### config.mk
export PLATFORM = sky130hd
export DESIGN_NAME = gain_compressor
export DESIGN_NICKNAME = d
export VERILOG_FILES = /design/src/design/gain_compressor_pkg.sv /design/src/design/gain_compressor.sv
export VERILOG_INCLUDE_DIRS = /design/src /design/src/design
export SDC_FILE = /design/constraint.sdc
export NUM_CORES = 1
export LEC_CHECK = 0
export BUFFER_PORTS_ARGS = -buffer_cell sky130_fd_sc_hd__buf_2
export CORE_MARGIN = 2
export CORE_UTILIZATION = 57
export CTS_CLUSTER_SIZE = 24
export DETAILED_ROUTE_END_ITERATION = 16
export PLACE_DENSITY = 0.77
export SETUP_SLACK_MARGIN = 0.4
export SLEW_MARGIN = 5
export SYNTH_ARGS = -nofsm -noshare
export SYNTH_HDL_FRONTEND = slang
export SYNTH_SLANG_ARGS = --single-unit
### constraint.sdc
create_clock -name clk_i -period 7.26 [get_ports clk_i]
set_clock_uncertainty 0.2 [all_clocks]
set_input_delay 1.815 -clock clk_i [delete_from_list [all_inputs] [get_ports clk_i]]
set_output_delay 1.815 -clock clk_i [all_outputs]
set_load 0.005 [all_outputs]
### src/design/gain_compressor_defs.svh
// gain compressor constants: register offsets, fields, reset values, timing
// assumes a 100 MHz core clock and a 1.28 MHz system rate made from it by enables
`ifndef GAIN_COMPRESSOR_DEFS_SVH
`define GAIN_COMPRESSOR_DEFS_SVH

// ****************************************
// register offsets
// ****************************************
`define GC_REG_CTRL 3'h0
`define GC_REG_GAIN 3'h1
`define GC_REG_FAST 3'h2
`define GC_REG_SLOW 3'h3
`define GC_REG_FILT 3'h4
`define GC_REG_ADC 3'h5
`define GC_REG_STAT 3'h6

// ****************************************
// field positions and reset values
// ****************************************
`define GC_MODE_HI 3
`define GC_MODE_LO 2
`define GC_HOLD_BIT 4
`define GC_RDMODE_BIT 7
`define GC_CTRL_RST 8'h00
`define GC_GAIN_RST 8'h52
`define GC_FAST_RST 8'h31
`define GC_SLOW_RST 8'h97
`define GC_FILT_RST 8'h00

// ****************************************
// timing
// ****************************************
`define GC_CLK_KHZ 100000
`define GC_SYS_KHZ 1280
`define GC_HOLD_LONG_MS 50
`define GC_HOLD_SHORT_MS 25
`define GC_FIXED_KDBPS 80
`define GC_STEP_MDB 500
`define GC_ADC_OSR 64
`define GC_DAC_DIV 2
`define GC_DAC_OSR 32
`define GC_HPF50_SHIFT 7
`define GC_HPF100_SHIFT 6

`endif

### src/design/gain_compressor_pkg.sv
// gain compressor types: gain modes and filter selections
// assumes the constants header sits beside it

package gain_compressor_pkg;
    // gain control mode, encoded as the two-bit control field
    typedef enum logic [1:0] {
        MODE_AUTO_DUAL = 2'h0,
        MODE_AUTO_SINGLE = 2'h1,
        MODE_FIXED_STEP = 2'h2,
        MODE_FIXED_IMM = 2'h3
    } gain_mode_t;
    // high-pass filter selection
    typedef enum logic [1:0] {
        HPF_50HZ = 2'h0,
        HPF_100HZ = 2'h1,
        HPF_BYPASS = 2'h2,
        HPF_BYPASS_ALT = 2'h3
    } hpf_sel_t;
endpackage

### src/design/gain_compressor.sv
// gain compressor control with adc decimation, high-pass filter and dac modulator
// assumes analog comparators drive asynchronous levels and a host drives the
// register port synchronously to clk_i

`include "gain_compressor_defs.svh"

// ****************************************
// sample fifo
// ****************************************
module sample_fifo #(
    parameter int WIDTH = 16,
    parameter int DEPTH = 16
) (
    // clock and reset
    input wire logic clk_i,
    input wire logic rst_i,
    // fill side
    input wire logic in_valid_i,
    output logic in_ready_o,
    input wire logic [WIDTH-1:0] in_data_i,
    // drain side
    output logic out_valid_o,
    input wire logic out_ready_i,
    output logic [WIDTH-1:0] out_data_o,
    output logic [$clog2(DEPTH+1)-1:0] count_o
);
    localparam int AW = $clog2(DEPTH);
    localparam int CW = $clog2(DEPTH+1);
    logic [WIDTH-1:0] mem_ff [DEPTH]; // sample storage
    logic [AW-1:0] wr_ptr_ff; // write pointer
    logic [AW-1:0] rd_ptr_ff; // read pointer
    logic [CW-1:0] count_ff; // words held
    wire push = in_valid_i && in_ready_o;
    wire pop = out_valid_o && out_ready_i;

    assign in_ready_o = (count_ff != CW'(DEPTH));
    assign out_valid_o = (count_ff != '0);
    assign out_data_o = mem_ff[rd_ptr_ff];
    assign count_o = count_ff;

    // pointer and count update
    always_ff @(posedge clk_i) begin
        if (rst_i) begin
            wr_ptr_ff <= '0;
            rd_ptr_ff <= '0;
            count_ff <= '0;
        end else begin
            if (push) begin
                wr_ptr_ff <= (wr_ptr_ff == AW'(DEPTH-1)) ? '0 : wr_ptr_ff + 1'b1;
            end
            if (pop) begin
                rd_ptr_ff <= (rd_ptr_ff == AW'(DEPTH-1)) ? '0 : rd_ptr_ff + 1'b1;
            end
            if (push && !pop) begin
                count_ff <= count_ff + 1'b1;
            end else if (pop && !push) begin
                count_ff <= count_ff - 1'b1;
            end
        end
    end

    // storage write, no reset needed
    always_ff @(posedge clk_i) begin
        if (push) begin
            mem_ff[wr_ptr_ff] <= in_data_i;
        end
    end
endmodule

// ****************************************
// gain compressor top
// ****************************************
module gain_compressor
    import gain_compressor_pkg::*;
#(
    parameter int GAIN_W = 7,
    parameter logic [6:0] GAIN_TOP = 7'h52,
    parameter int HOLD_LONG_TICKS = `GC_HOLD_LONG_MS * `GC_SYS_KHZ,
    parameter int HOLD_SHORT_TICKS = `GC_HOLD_SHORT_MS * `GC_SYS_KHZ,
    parameter int FIFO_DEPTH = 16
) (
    // clock and reset
    input wire logic clk_i,
    input wire logic rst_i,
    // register port
    input wire logic [2:0] addr_i,
    input wire logic [7:0] wdata_i,
    input wire logic wr_i,
    input wire logic rd_i,
    output logic [15:0] rdata_o,
    // analog comparators, asynchronous levels
    input wire logic above_upper_i,
    input wire logic above_lower_i,
    // applied gain to the amplifier
    output logic [GAIN_W-1:0] gain_o,
    // adc modulator bit stream at the system rate
    input wire logic adc_bit_i,
    output logic adc_overrun_o,
    // dac sample input and modulator output
    input wire logic [15:0] dac_sample_i,
    input wire logic dac_valid_i,
    output logic dac_ready_o,
    output logic [3:0] dac_mod_o
);
    // ****************************************
    // timing enables
    // ****************************************
    localparam int FIXED_DIV = (`GC_SYS_KHZ * `GC_STEP_MDB) / (`GC_FIXED_KDBPS * 1000);
    localparam int HW = $clog2(HOLD_LONG_TICKS + 1);

    // rate prescaler mask: a tick every 2^sel system ticks
    function automatic logic [15:0] rate_mask(input logic [3:0] sel);
        rate_mask = (16'h0001 << sel) - 16'h0001;
    endfunction

    logic [16:0] phase_ff; // fractional divider for the system rate
    logic sys_tick_ff; // one-cycle 1.28 MHz enable
    logic [15:0] pre_ff; // free-running system tick counter
    logic [3:0] fix_cnt_ff; // fixed-mode step divider
    wire [16:0] phase_sum = phase_ff + 17'(`GC_SYS_KHZ);
    wire phase_wrap = (phase_sum >= 17'(`GC_CLK_KHZ));

    // system rate enable from the 100 MHz clock
    always_ff @(posedge clk_i) begin
        if (rst_i) begin
            phase_ff <= '0;
            sys_tick_ff <= 1'b0;
            pre_ff <= '0;
            fix_cnt_ff <= '0;
        end else begin
            phase_ff <= phase_wrap ? phase_sum - 17'(`GC_CLK_KHZ) : phase_sum;
            sys_tick_ff <= phase_wrap;
            if (sys_tick_ff) begin
                pre_ff <= pre_ff + 16'h0001;
                fix_cnt_ff <= (fix_cnt_ff == 4'(FIXED_DIV - 1)) ? 4'h0 : fix_cnt_ff + 4'h1;
            end
        end
    end

    // ****************************************
    // registers
    // ****************************************
    logic [7:0] ctrl_ff; // compressor_control_reg
    logic [7:0] gain_set_ff; // gain_setting_reg
    logic [7:0] fast_rate_ff; // fast_rate_reg: [3:0] attack, [7:4] release
    logic [7:0] slow_rate_ff; // slow_rate_format_reg: same layout
    logic [7:0] filt_ff; // filter_format_reg: [1:0] filter select
    logic [15:0] rdata_ff; // read data, one cycle after the strobe
    logic overrun_ff; // sticky sample loss flag
    wire [15:0] fifo_data;
    wire fifo_valid;
    wire [$clog2(FIFO_DEPTH+1)-1:0] fifo_count;
    logic [GAIN_W-1:0] gain_ff; // applied gain

    wire gain_mode_t mode = gain_mode_t'(ctrl_ff[`GC_MODE_HI:`GC_MODE_LO]);
    wire hpf_sel_t hpf = hpf_sel_t'(filt_ff[1:0]);
    wire [6:0] set_gain = (gain_set_ff[6:0] > GAIN_TOP) ? GAIN_TOP : gain_set_ff[6:0];
    wire wr_ctrl = wr_i && (addr_i == `GC_REG_CTRL);
    wire wr_gain = wr_i && (addr_i == `GC_REG_GAIN);
    wire wr_fast = wr_i && (addr_i == `GC_REG_FAST);
    wire wr_slow = wr_i && (addr_i == `GC_REG_SLOW);
    wire wr_filt = wr_i && (addr_i == `GC_REG_FILT);
    wire rd_adc = rd_i && (addr_i == `GC_REG_ADC);
    wire rd_stat = rd_i && (addr_i == `GC_REG_STAT);
    wire [7:0] gain_rd = gain_set_ff[`GC_RDMODE_BIT]
        ? {gain_set_ff[7], 7'(gain_ff)} : gain_set_ff;
    wire [15:0] stat_word = {7'h00, overrun_ff, 8'(fifo_count)};
    wire [15:0] rd_mux = (addr_i == `GC_REG_CTRL) ? {8'h00, ctrl_ff} :
                         (addr_i == `GC_REG_GAIN) ? {8'h00, gain_rd} :
                         (addr_i == `GC_REG_FAST) ? {8'h00, fast_rate_ff} :
                         (addr_i == `GC_REG_SLOW) ? {8'h00, slow_rate_ff} :
                         (addr_i == `GC_REG_FILT) ? {8'h00, filt_ff} :
                         (addr_i == `GC_REG_ADC) ? (fifo_valid ? fifo_data : 16'h0000) :
                         (addr_i == `GC_REG_STAT) ? stat_word : 16'h0000;

    // register writes and read data
    always_ff @(posedge clk_i) begin
        if (rst_i) begin
            ctrl_ff <= `GC_CTRL_RST;
            gain_set_ff <= `GC_GAIN_RST;
            fast_rate_ff <= `GC_FAST_RST;
            slow_rate_ff <= `GC_SLOW_RST;
            filt_ff <= `GC_FILT_RST;
            rdata_ff <= 16'h0000;
        end else begin
            if (wr_ctrl) begin
                ctrl_ff <= {3'h0, wdata_i[4:0]};
            end
            if (wr_gain) begin
                gain_set_ff <= wdata_i;
            end
            if (wr_fast) begin
                fast_rate_ff <= wdata_i;
            end
            if (wr_slow) begin
                slow_rate_ff <= wdata_i;
            end
            if (wr_filt) begin
                filt_ff <= {6'h00, wdata_i[1:0]};
            end
            rdata_ff <= rd_i ? rd_mux : 16'h0000;
        end
    end

    assign rdata_o = rdata_ff;

    // ****************************************
    // comparator synchronisers
    // ****************************************
    logic [2:0] up_sync_ff; // upper threshold, three stages
    logic [2:0] lo_sync_ff; // lower threshold, three stages
    logic up_ff; // accepted upper level
    logic lo_ff; // accepted lower level

    // a change counts once stages two and three agree
    always_ff @(posedge clk_i) begin
        if (rst_i) begin
            up_sync_ff <= 3'h0;
            lo_sync_ff <= 3'h0;
            up_ff <= 1'b0;
            lo_ff <= 1'b0;
        end else begin
            up_sync_ff <= {up_sync_ff[1:0], above_upper_i};
            lo_sync_ff <= {lo_sync_ff[1:0], above_lower_i};
            if (up_sync_ff[1] == up_sync_ff[2]) begin
                up_ff <= up_sync_ff[2];
            end
            if (lo_sync_ff[1] == lo_sync_ff[2]) begin
                lo_ff <= lo_sync_ff[2];
            end
        end
    end

    // ****************************************
    // gain counters
    // ****************************************
    logic [GAIN_W-1:0] fast_ff; // fast-rate counter
    logic [GAIN_W-1:0] slow_ff; // slow-rate counter
    logic [HW-1:0] hold_ff; // time spent below the lower threshold
    wire [HW-1:0] hold_lim = ctrl_ff[`GC_HOLD_BIT]
        ? HW'(HOLD_SHORT_TICKS) : HW'(HOLD_LONG_TICKS);
    wire hold_done = (hold_ff >= hold_lim);
    wire [15:0] fa_m = rate_mask(fast_rate_ff[3:0]);
    wire [15:0] fr_m = rate_mask(fast_rate_ff[7:4]);
    wire [15:0] sa_m = rate_mask(slow_rate_ff[3:0]);
    wire [15:0] sr_m = rate_mask(slow_rate_ff[7:4]);
    wire fa_tick = sys_tick_ff && ((pre_ff & fa_m) == fa_m);
    wire fr_tick = sys_tick_ff && ((pre_ff & fr_m) == fr_m);
    wire sa_tick = sys_tick_ff && ((pre_ff & sa_m) == sa_m);
    wire sr_tick = sys_tick_ff && ((pre_ff & sr_m) == sr_m);
    wire fix_tick = sys_tick_ff && (fix_cnt_ff == 4'h0);
    wire [GAIN_W-1:0] max_g = GAIN_W'(set_gain);
    wire auto_mode = (mode == MODE_AUTO_DUAL) || (mode == MODE_AUTO_SINGLE);
    logic [GAIN_W-1:0] nxt_fast;
    logic [GAIN_W-1:0] nxt_slow;
    logic [GAIN_W-1:0] nxt_gain;

    // next counter and gain values
    always_comb begin
        nxt_fast = fast_ff;
        nxt_slow = slow_ff;
        nxt_gain = gain_ff;
        if (auto_mode) begin
            if (fast_ff > max_g) begin
                nxt_fast = max_g;
            end else if (up_ff && fa_tick && fast_ff != '0) begin
                nxt_fast = fast_ff - 1'b1;
            end else if (!lo_ff && hold_done && fr_tick && fast_ff < max_g) begin
                nxt_fast = fast_ff + 1'b1;
            end
            if (mode == MODE_AUTO_DUAL) begin
                if (slow_ff > fast_ff && sa_tick) begin
                    nxt_slow = slow_ff - 1'b1;
                end else if (slow_ff < fast_ff && sr_tick) begin
                    nxt_slow = slow_ff + 1'b1;
                end
                nxt_gain = (nxt_slow < nxt_fast) ? nxt_slow : nxt_fast;
            end else begin
                nxt_slow = nxt_fast;
                nxt_gain = nxt_fast;
            end
        end else begin
            if (mode == MODE_FIXED_IMM) begin
                nxt_gain = max_g;
            end else if (fix_tick && gain_ff > max_g) begin
                nxt_gain = gain_ff - 1'b1;
            end else if (fix_tick && gain_ff < max_g) begin
                nxt_gain = gain_ff + 1'b1;
            end
            nxt_fast = nxt_gain;
            nxt_slow = nxt_gain;
        end
    end

    // counter registers and hold timer
    always_ff @(posedge clk_i) begin
        if (rst_i) begin
            fast_ff <= '0;
            slow_ff <= '0;
            gain_ff <= '0;
            hold_ff <= '0;
        end else begin
            fast_ff <= nxt_fast;
            slow_ff <= nxt_slow;
            gain_ff <= nxt_gain;
            if (lo_ff) begin
                hold_ff <= '0;
            end else if (sys_tick_ff && !hold_done) begin
                hold_ff <= hold_ff + 1'b1;
            end
        end
    end

    assign gain_o = gain_ff;

    // ****************************************
    // adc decimation and high-pass filter
    // ****************************************
    logic [5:0] dec_cnt_ff; // position within 64 modulator bits
    logic [6:0] ones_ff; // ones counted in the current block
    logic signed [15:0] x_prev_ff; // previous filter input
    logic signed [23:0] y_ff; // filter state with 8 fraction bits
    logic [15:0] pend_ff; // sample waiting for fifo room
    logic pend_valid_ff; // pending sample present
    wire fifo_in_ready;
    wire [6:0] ones_nxt = ones_ff + {6'h00, adc_bit_i};
    // map 0..64 ones onto the two's complement range, clamped at the top
    wire signed [15:0] x_new = (ones_nxt == 7'd64) ? 16'sh7FFF
        : 16'(({9'h000, ones_nxt} << 10) - 17'h08000);
    wire signed [23:0] y_shr = (hpf == HPF_100HZ) ? (y_ff >>> `GC_HPF100_SHIFT)
        : (y_ff >>> `GC_HPF50_SHIFT);
    wire signed [23:0] y_new = y_ff - y_shr + 24'({x_new - x_prev_ff, 8'h00});
    wire signed [23:0] y_sat = (y_new > 24'sh7FFF00) ? 24'sh7FFF00 :
                               (y_new < -24'sh800000) ? -24'sh800000 : y_new;
    wire hpf_on = (hpf == HPF_50HZ) || (hpf == HPF_100HZ);
    wire [15:0] out_word = hpf_on ? y_sat[23:8] : x_new;
    wire dec_done = sys_tick_ff && (dec_cnt_ff == 6'(`GC_ADC_OSR - 1));

    // one output word per 64 system ticks, 20 kHz
    always_ff @(posedge clk_i) begin
        if (rst_i) begin
            dec_cnt_ff <= '0;
            ones_ff <= '0;
            x_prev_ff <= '0;
            y_ff <= '0;
            pend_ff <= 16'h0000;
            pend_valid_ff <= 1'b0;
            overrun_ff <= 1'b0;
        end else begin
            if (sys_tick_ff) begin
                dec_cnt_ff <= dec_cnt_ff + 6'h01;
                ones_ff <= dec_done ? 7'h00 : ones_nxt;
            end
            if (dec_done) begin
                x_prev_ff <= x_new;
                y_ff <= y_sat;
                pend_ff <= out_word;
            end
            // a full fifo stalls the pending word; a new word then replaces it
            if (dec_done) begin
                pend_valid_ff <= 1'b1;
            end else if (fifo_in_ready) begin
                pend_valid_ff <= 1'b0;
            end
            if (dec_done && pend_valid_ff && !fifo_in_ready) begin
                overrun_ff <= 1'b1;
            end else if (rd_stat) begin
                overrun_ff <= 1'b0;
            end
        end
    end

    assign adc_overrun_o = overrun_ff;

    sample_fifo #(
        .WIDTH(16),
        .DEPTH(FIFO_DEPTH)
    ) u_fifo (
        .clk_i(clk_i),
        .rst_i(rst_i),
        .in_valid_i(pend_valid_ff),
        .in_ready_o(fifo_in_ready),
        .in_data_i(pend_ff),
        .out_valid_o(fifo_valid),
        .out_ready_i(rd_adc),
        .out_data_o(fifo_data),
        .count_o(fifo_count)
    );

    // ****************************************
    // dac modulator
    // ****************************************
    logic dac_div_ff; // halves the system rate to 640 kHz
    logic [4:0] dac_os_ff; // modulator ticks per input sample
    logic signed [15:0] dac_in_ff; // held input sample
    logic signed [16:0] err_ff; // quantisation error
    logic [3:0] mod_ff; // four-bit modulator output
    wire dac_tick = sys_tick_ff && dac_div_ff;
    wire dac_take = dac_tick && (dac_os_ff == 5'(`GC_DAC_OSR - 1));
    wire signed [16:0] dac_sum = err_ff + 17'(dac_in_ff);
    wire [3:0] dac_q = dac_sum[15:12];
    wire signed [16:0] dac_fb = 17'(signed'({dac_q, 12'h000}));

    assign dac_ready_o = dac_take;

    // first-order error feedback, 32 modulator ticks per sample
    always_ff @(posedge clk_i) begin
        if (rst_i) begin
            dac_div_ff <= 1'b0;
            dac_os_ff <= '0;
            dac_in_ff <= '0;
            err_ff <= '0;
            mod_ff <= 4'h0;
        end else begin
            if (sys_tick_ff) begin
                dac_div_ff <= ~dac_div_ff;
            end
            if (dac_tick) begin
                dac_os_ff <= dac_os_ff + 5'h01;
                err_ff <= dac_sum - dac_fb;
                mod_ff <= dac_q;
            end
            if (dac_take && dac_valid_i) begin
                dac_in_ff <= dac_sample_i;
            end
        end
    end

    assign dac_mod_o = mod_ff;
endmodule

Yosys cells after proc, flatten, opt, wreduce, memory -nomap -nowiden. Memories as Yosys holds them, arrays and structs flattened. A register that Yosys moved wholly into a read port is not among the register bits. Index checks and enable logic that the tools add are counted.

Equality and inequality tests: 22. Order comparisons: 12. Shifts and indexed selects: 4. Bitwise gates (word level): 6. Multiplexer cells: 48. Add/sub/neg operators: 28. Reduce and logical (&&, ||, !) cells: 52.

Operators by type and width (number): two-way mux 7 bit (19); two-way mux 16 bit (5); AND 16 bit (4); equality test 16 bit (4); << shifter 1 x 4 -> 16 bit (first input constant) (4); subtractor 16 x 1 -> 16 bit (second input constant) (4); two-way mux 24 bit (2); two-way mux 8 bit (5); two-way mux 17 bit (2); adder 16 x 1 -> 16 bit (second input constant) (2); logical AND 1 bit (32); < comparator 7 bit (4); adder 24 bit (1); > comparator 24 bit (second input constant) (1); < comparator 24 bit (second input constant) (1); subtractor 24 bit (1); adder 7 x 1 -> 7 bit (second input constant) (3); > comparator 7 bit (3); subtractor 7 x 1 -> 7 bit (second input constant) (3); two-way mux 4 bit (5); adder 17 x 11 -> 17 bit (second input constant) (1); adder 17 x 16 -> 17 bit (1); >= comparator 17 bit (second input constant) (1); subtractor 17 x 16 -> 17 bit (1); other kinds (37) (63).

Bits in writable memories: 256. Memories kept: 1. Register bits: 257.

Memory list: u_fifo.mem_ff (depth 16, width 16, read ports 1, clocked after memory_dff 1, write ports 1, line gain_compressor.sv:29) `logic [WIDTH-1:0] mem_ff [DEPTH];`.

Logic depth before layout (Yosys ltp).
Depth in word-level cells: 15. Depth in mapped cells: 29. Depth with buffers taken out: 27.

By module. From an unflattened synthesis, not the netlist that was laid out.

Cells, all modules: 2417. Area total of the unflattened synthesis: 25279.2 µm².

Modules (own cells, without submodules): gain_compressor (cells each 1914, area each 14744.1 µm², sequential area each 4484.3 µm², instances 1); sample_fifo (cells each 503, area each 10535.1 µm², sequential area each 8027.7 µm², instances 1).

Worst setup path before layout. OpenSTA, ideal clock, no wires.

Path kind: input-to-reg. Start: in adc_bit_i. End: reg y_ff[1]. Cell stages on the path: 27. Arrival time: 7079 ps. Data required time: 6943 ps. Setup slack: -137 ps. Path through: ha_1 ha_1 and3_1 nand3_1 xnor2_1 nand4_1 or2_2 clkbuf_1 inv_1 ha_1 inv_1 fa_1 inv_1 ha_1 clkbuf_1 a21oi_1 a21boi_0 o21a_1 nor2_1 o21bai_1 a21boi_2 or4b_1 o31ai_1 o2111ai_1 or4_1 buf_2 a32o_1.

Longest elaborated chain between the ends: 8.

Ends and longest elaborated chain: start: declaration (line gain_compressor.sv:97) `input wire logic adc_bit_i,`; adder 7 x 1 -> 7 bit * (line gain_compressor.sv:326) `wire [6:0] ones_nxt = ones_ff + {6'h00, adc_bit_i};`; equality test 7 bit * (line gain_compressor.sv:328) `wire signed [15:0] x_new = (ones_nxt == 7'd64) ? 16'sh7FFF`; two-way mux 16 bit * (line gain_compressor.sv:328); net x_new[0] (line gain_compressor.sv:328); subtractor 16 bit * (line gain_compressor.sv:332) `wire signed [23:0] y_new = y_ff - y_shr + 24'({x_new - x_prev_ff, 8'h00});`; adder 24 bit * (line gain_compressor.sv:332); < comparator 24 bit (line gain_compressor.sv:334) `(y_new < -24'sh800000) ? -24'sh800000 : y_new;`; two-way mux 24 bit (line gain_compressor.sv:334); two-way mux 24 bit * (line gain_compressor.sv:333) `wire signed [23:0] y_sat = (y_new > 24'sh7FFF00) ? 24'sh7FFF00 :`; end signal: assignment (line gain_compressor.sv:356) `y_ff <= y_sat;`; end: declaration (line gain_compressor.sv:322) `logic signed [23:0] y_ff;`.

The timed path passes the listed nets; every way through them passes the cells marked *. A chain may end at the register's enable or synchronous reset.

Worst setup path after layout.
Start: in adc_bit_i. End: reg y_ff[2].

The elaborated chain is that of the path after synthesis.

==> flow_summary.json <==
{
  "die_y_um": 215,
  "fp.dieArea_mm2": 0.0460,
  "filler_cell_count": 3363,
  "cts_tree": "built",
  "grt_max_degree": 71,
  "fin_crit_ns": 6.62,
  "holdBufCountCts": 0,
  "hp-class": "reg2reg",
  "slew_headroom_pct": 16.1,
  "grt_setup_unrepaired": "false",
  "clockRootBuffer": "clkbuf_16",
  "ys_warn_count": 0,
  "finalSetupViolations": 0,
  "synth.area.top_cells": "edfxtp_1 30%, dfxtp_1 19%, mux4_2 6.7%",
  "drive_gt1_share_pct": 13.4,
  "pwr-share-seq_pct": 49.8,
  "die_width_um": 215,
  "antennaDiodeCount": 0,
  "worstPathArrival_ns": 6.89,
  "mappedNetlistArea_mm2": 0.0253,
  "place_worst_setup_slack_ns": -0.224,
  "clock_latency_ns": 0.60,
  "r2r_cells": 18,
  "post-dp-hpwl_mm": 42.3,
  "total_power_w": 0.00595,
  "drt_iter0_drc": 1844,
  "yosysSeqAreaShare_pct": 49.5,
  "numCtsBuffers": 51,
  "maxCapViolations": 0,
  "crit_required_ns": 7.53,
  "viasPerCell": 6.14,
  "cp_max_fo": 8,
  "num_vias": 18757,
  "netSwitchingFraction_pct": 21.6,
  "cellPowerDensity_mw_per_mm2": 212,
  "multi_input_area_mm2": 0.0120,
  "fp-row-count": 77,
  "yosys_most_used_dff": "edfxtp_1",
  "fin_crit_sh_pct": 91.2,
  "grt-ovfl-total": 0,
  "synth-seq-cells": 497,
  "synth_edf_count": 256,
  "grt_pass1_wl_mm": 101,
  "hold-path-cell-count": 1,
  "worst_slew_pin_slew_ns": 1.25,
  "synth_top_area_share_pct": 30.4,
  "antenna_found_initial": 1,
  "switchingPower_w": 0.00129,
  "synthTopCellsByCount": "256 x edfxtp_1, 241 x dfxtp_1, 232 x nor2_1",
  "fin_nets": 2590,
  "synthDistinctLibCells": 80,
  "clock.fmax_mhz": 151,
  "ant_nets": 0,
  "min-delay-start": "up_sync_ff[0]",
  "area_delta_synth_final_pct": 11.4,
  "start_util_pct": 57.4,
  "outcome": "completed",
  "wl_per_cell_um": 20.8,
  "grt_pass1_vias": 18702,
  "cpPeakStageDelay_ns": 0.59,
  "slew_viol_final": 0,
  "finalHoldViolations": 0,
  "reg2reg_from": "fast_rate_ff[7]",
  "cts.clk_slew.worst_paths_ns": 0.06,
  "wirelength_mm": 63.6,
  "p_int_w": 0.00467,
  "critPathMostFrequentCell": "ha_4",
  "critPathKind": "in2reg",
  "cpMaxStageDelayCell": "or4_4",
  "cts_setup_buffers": 0,
  "core_mm2": 0.0440,
  "grt_usage_pct": 27.7,
  "pwr-share-comb_pct": 3.9,
  "clkSinkCount": 497,
  "endpoint_kind": "register",
  "ctsLongestPathBuffers": 3,
  "cts_max_level": 2,
  "peakVddDrop_uv": 192,
  "drtPass1Iterations": 8,
  "fin_util_pct": 63.9,
  "io-pin-count": 64,
  "layout_setup_ws_ns": 0.639,
  "routabilityCongestion": 0.903,
  "r2r-end": "gain_o[1]",
  "synthCells": 2380,
  "avgSynthCellArea_um2": 10.6,
  "port-buffer-count": 63,
  "min_to": "up_sync_ff[1]",
  "yosys.area.top_type": "edfxtp_1",
  "power_leakage_nw": 9.78,
  "crit_path_start_kind": "input port",
  "whs_ns": 0.243,
  "yosysMostFrequentCell": "edfxtp_1",
  "rrSetupSlack_ns": 1.20,
  "clockPowerShare_pct": 46.3,
  "regArea_mm2": 0.0125,
  "drcViolationCount": 0,
  "synth_nets": 2550,
  "synthArstFlopShare_pct": 0
}
[final cells by class]
class | instances | area share, %
repair buffers | 116 | 2.56
well taps | 592 | 2.63
multi-input cells | 1636 | 42.5
clock inverters | 22 | 1.00
clock buffers | 73 | 5.27
inverters | 118 | 1.60
flip-flops and latches | 497 | 44.5
[how the worst max path moves through the flow]
stage,startpoint,endpoint,slack (ns),cells after the start
after floorplan,adc_bit_i,y_ff[1],0.06,27
after global placement,adc_bit_i,y_ff[1],-0.003,26
after detailed placement,adc_bit_i,y_ff[2],-0.22,23
after CTS,adc_bit_i,y_ff[2],0.48,23
after global routing,adc_bit_i,y_ff[2],0.37,25
final,adc_bit_i,y_ff[2],0.64,25
[critical path, delay by kind of cell]
kind	cells	cell delay, ns
buffers and inverters	5	0.51
AO/OA/AOI/OAI	8	1.25
AND/OR/NAND/NOR	7	2.01
adder cells (fa/ha/maj)	5	1.28
[layer usage]
metal	vias to the layer above	routed length (um)	share of wire (%)	global-route usage (%)
met1	9213	25700	40	34.7
li1	8747	-	-	-
met2	679	32500	51	49.5
met4	2	1820	2.9	9.03
met3	116	3670	5.8	3.74
met5	-	13	0.020	0
[sequential cells by signal, summed over array words and instances, names as in the netlist, 15 cells and up, named ones only]
signal	count
hold_ff	16
pend_ff	16
dac_in_ff	16
u_fifo.mem_ff	256
rdata_o	16
pre_ff	15
y_ff	24
[cell usage in the layout (no fill, tap or decap), types with 11 or more instances in the layout]
master,n
edfxtp_1,256
dfxtp_1,238
nand2_1,231
nor2_1,229
a21oi_1,175
inv_1,114
ha_1,113
o21ai_0,83
mux4_2,75
buf_2,62
xnor2_1,58
clkbuf_16,53
buf_4,53
mux2i_1,49
xor2_1,47
a211oi_1,47
nor3_1,47
nand3_1,42
nor2b_1,38
nand2b_1,30
nand4_1,28
a21o_1,25
and3_1,21
fa_1,18
o211ai_1,16
or3_1,14
and2_1,14
o22ai_1,13
o21a_1,13
nor4_1,12
a31oi_1,11
o31ai_1,11
clkbuf_1,11
[per-stage QoR]
stage	instance area [um2]	cells	TNS, ns
4_1_cts	28100	3054	0
6_report	28100	3054	0
3_3_place_gp	26300	2959	-0.00441
3_5_place_dp	26300	2959	-1.39
5_1_grt	28100	3054	0
2_1_floorplan	25400	2380	0
[what timing repair did]
item	4_1_cts	5_1_grt
cloned	0	0
pin swaps	0	4
endpoints found under the setup margin	1	8
endpoints found under the hold margin	0	0
resized for setup	1	5
[power groups by stage]
| stage | clock (W) | combinational [W] | sequential [W] |
|---|---|---|---|
| 2_1_floorplan | 0 | 0.000175 | 0.00301 |
| 3_3_place_gp | 0 | 0.000221 | 0.00303 |
| 3_5_place_dp | 0 | 0.000228 | 0.00303 |
| 4_1_cts | 0.00278 | 0.000231 | 0.00297 |
| 5_1_grt | 0.00288 | 0.000259 | 0.00297 |
| 6_report | 0.00275 | 0.000233 | 0.00297 |
[kinds of logic (layout without fill, tap and decap cells)]
kind of cell / count (synthesis) / in the layout / share of synthesized area (%)
multiplexers: 134 / 134 / 9.07
adder cells (fa/ha/maj): 135 / 135 / 7.22
buffers and inverters: 247 / 329 / 3.73
XOR/XNOR: 106 / 106 / 3.67
flip-flops: 497 / 497 / 49.5
AND/OR/NAND/NOR: 769 / 769 / 14.3
AO/OA/AOI/OAI: 492 / 492 / 12.5
(Power assumes the default switching activity.)
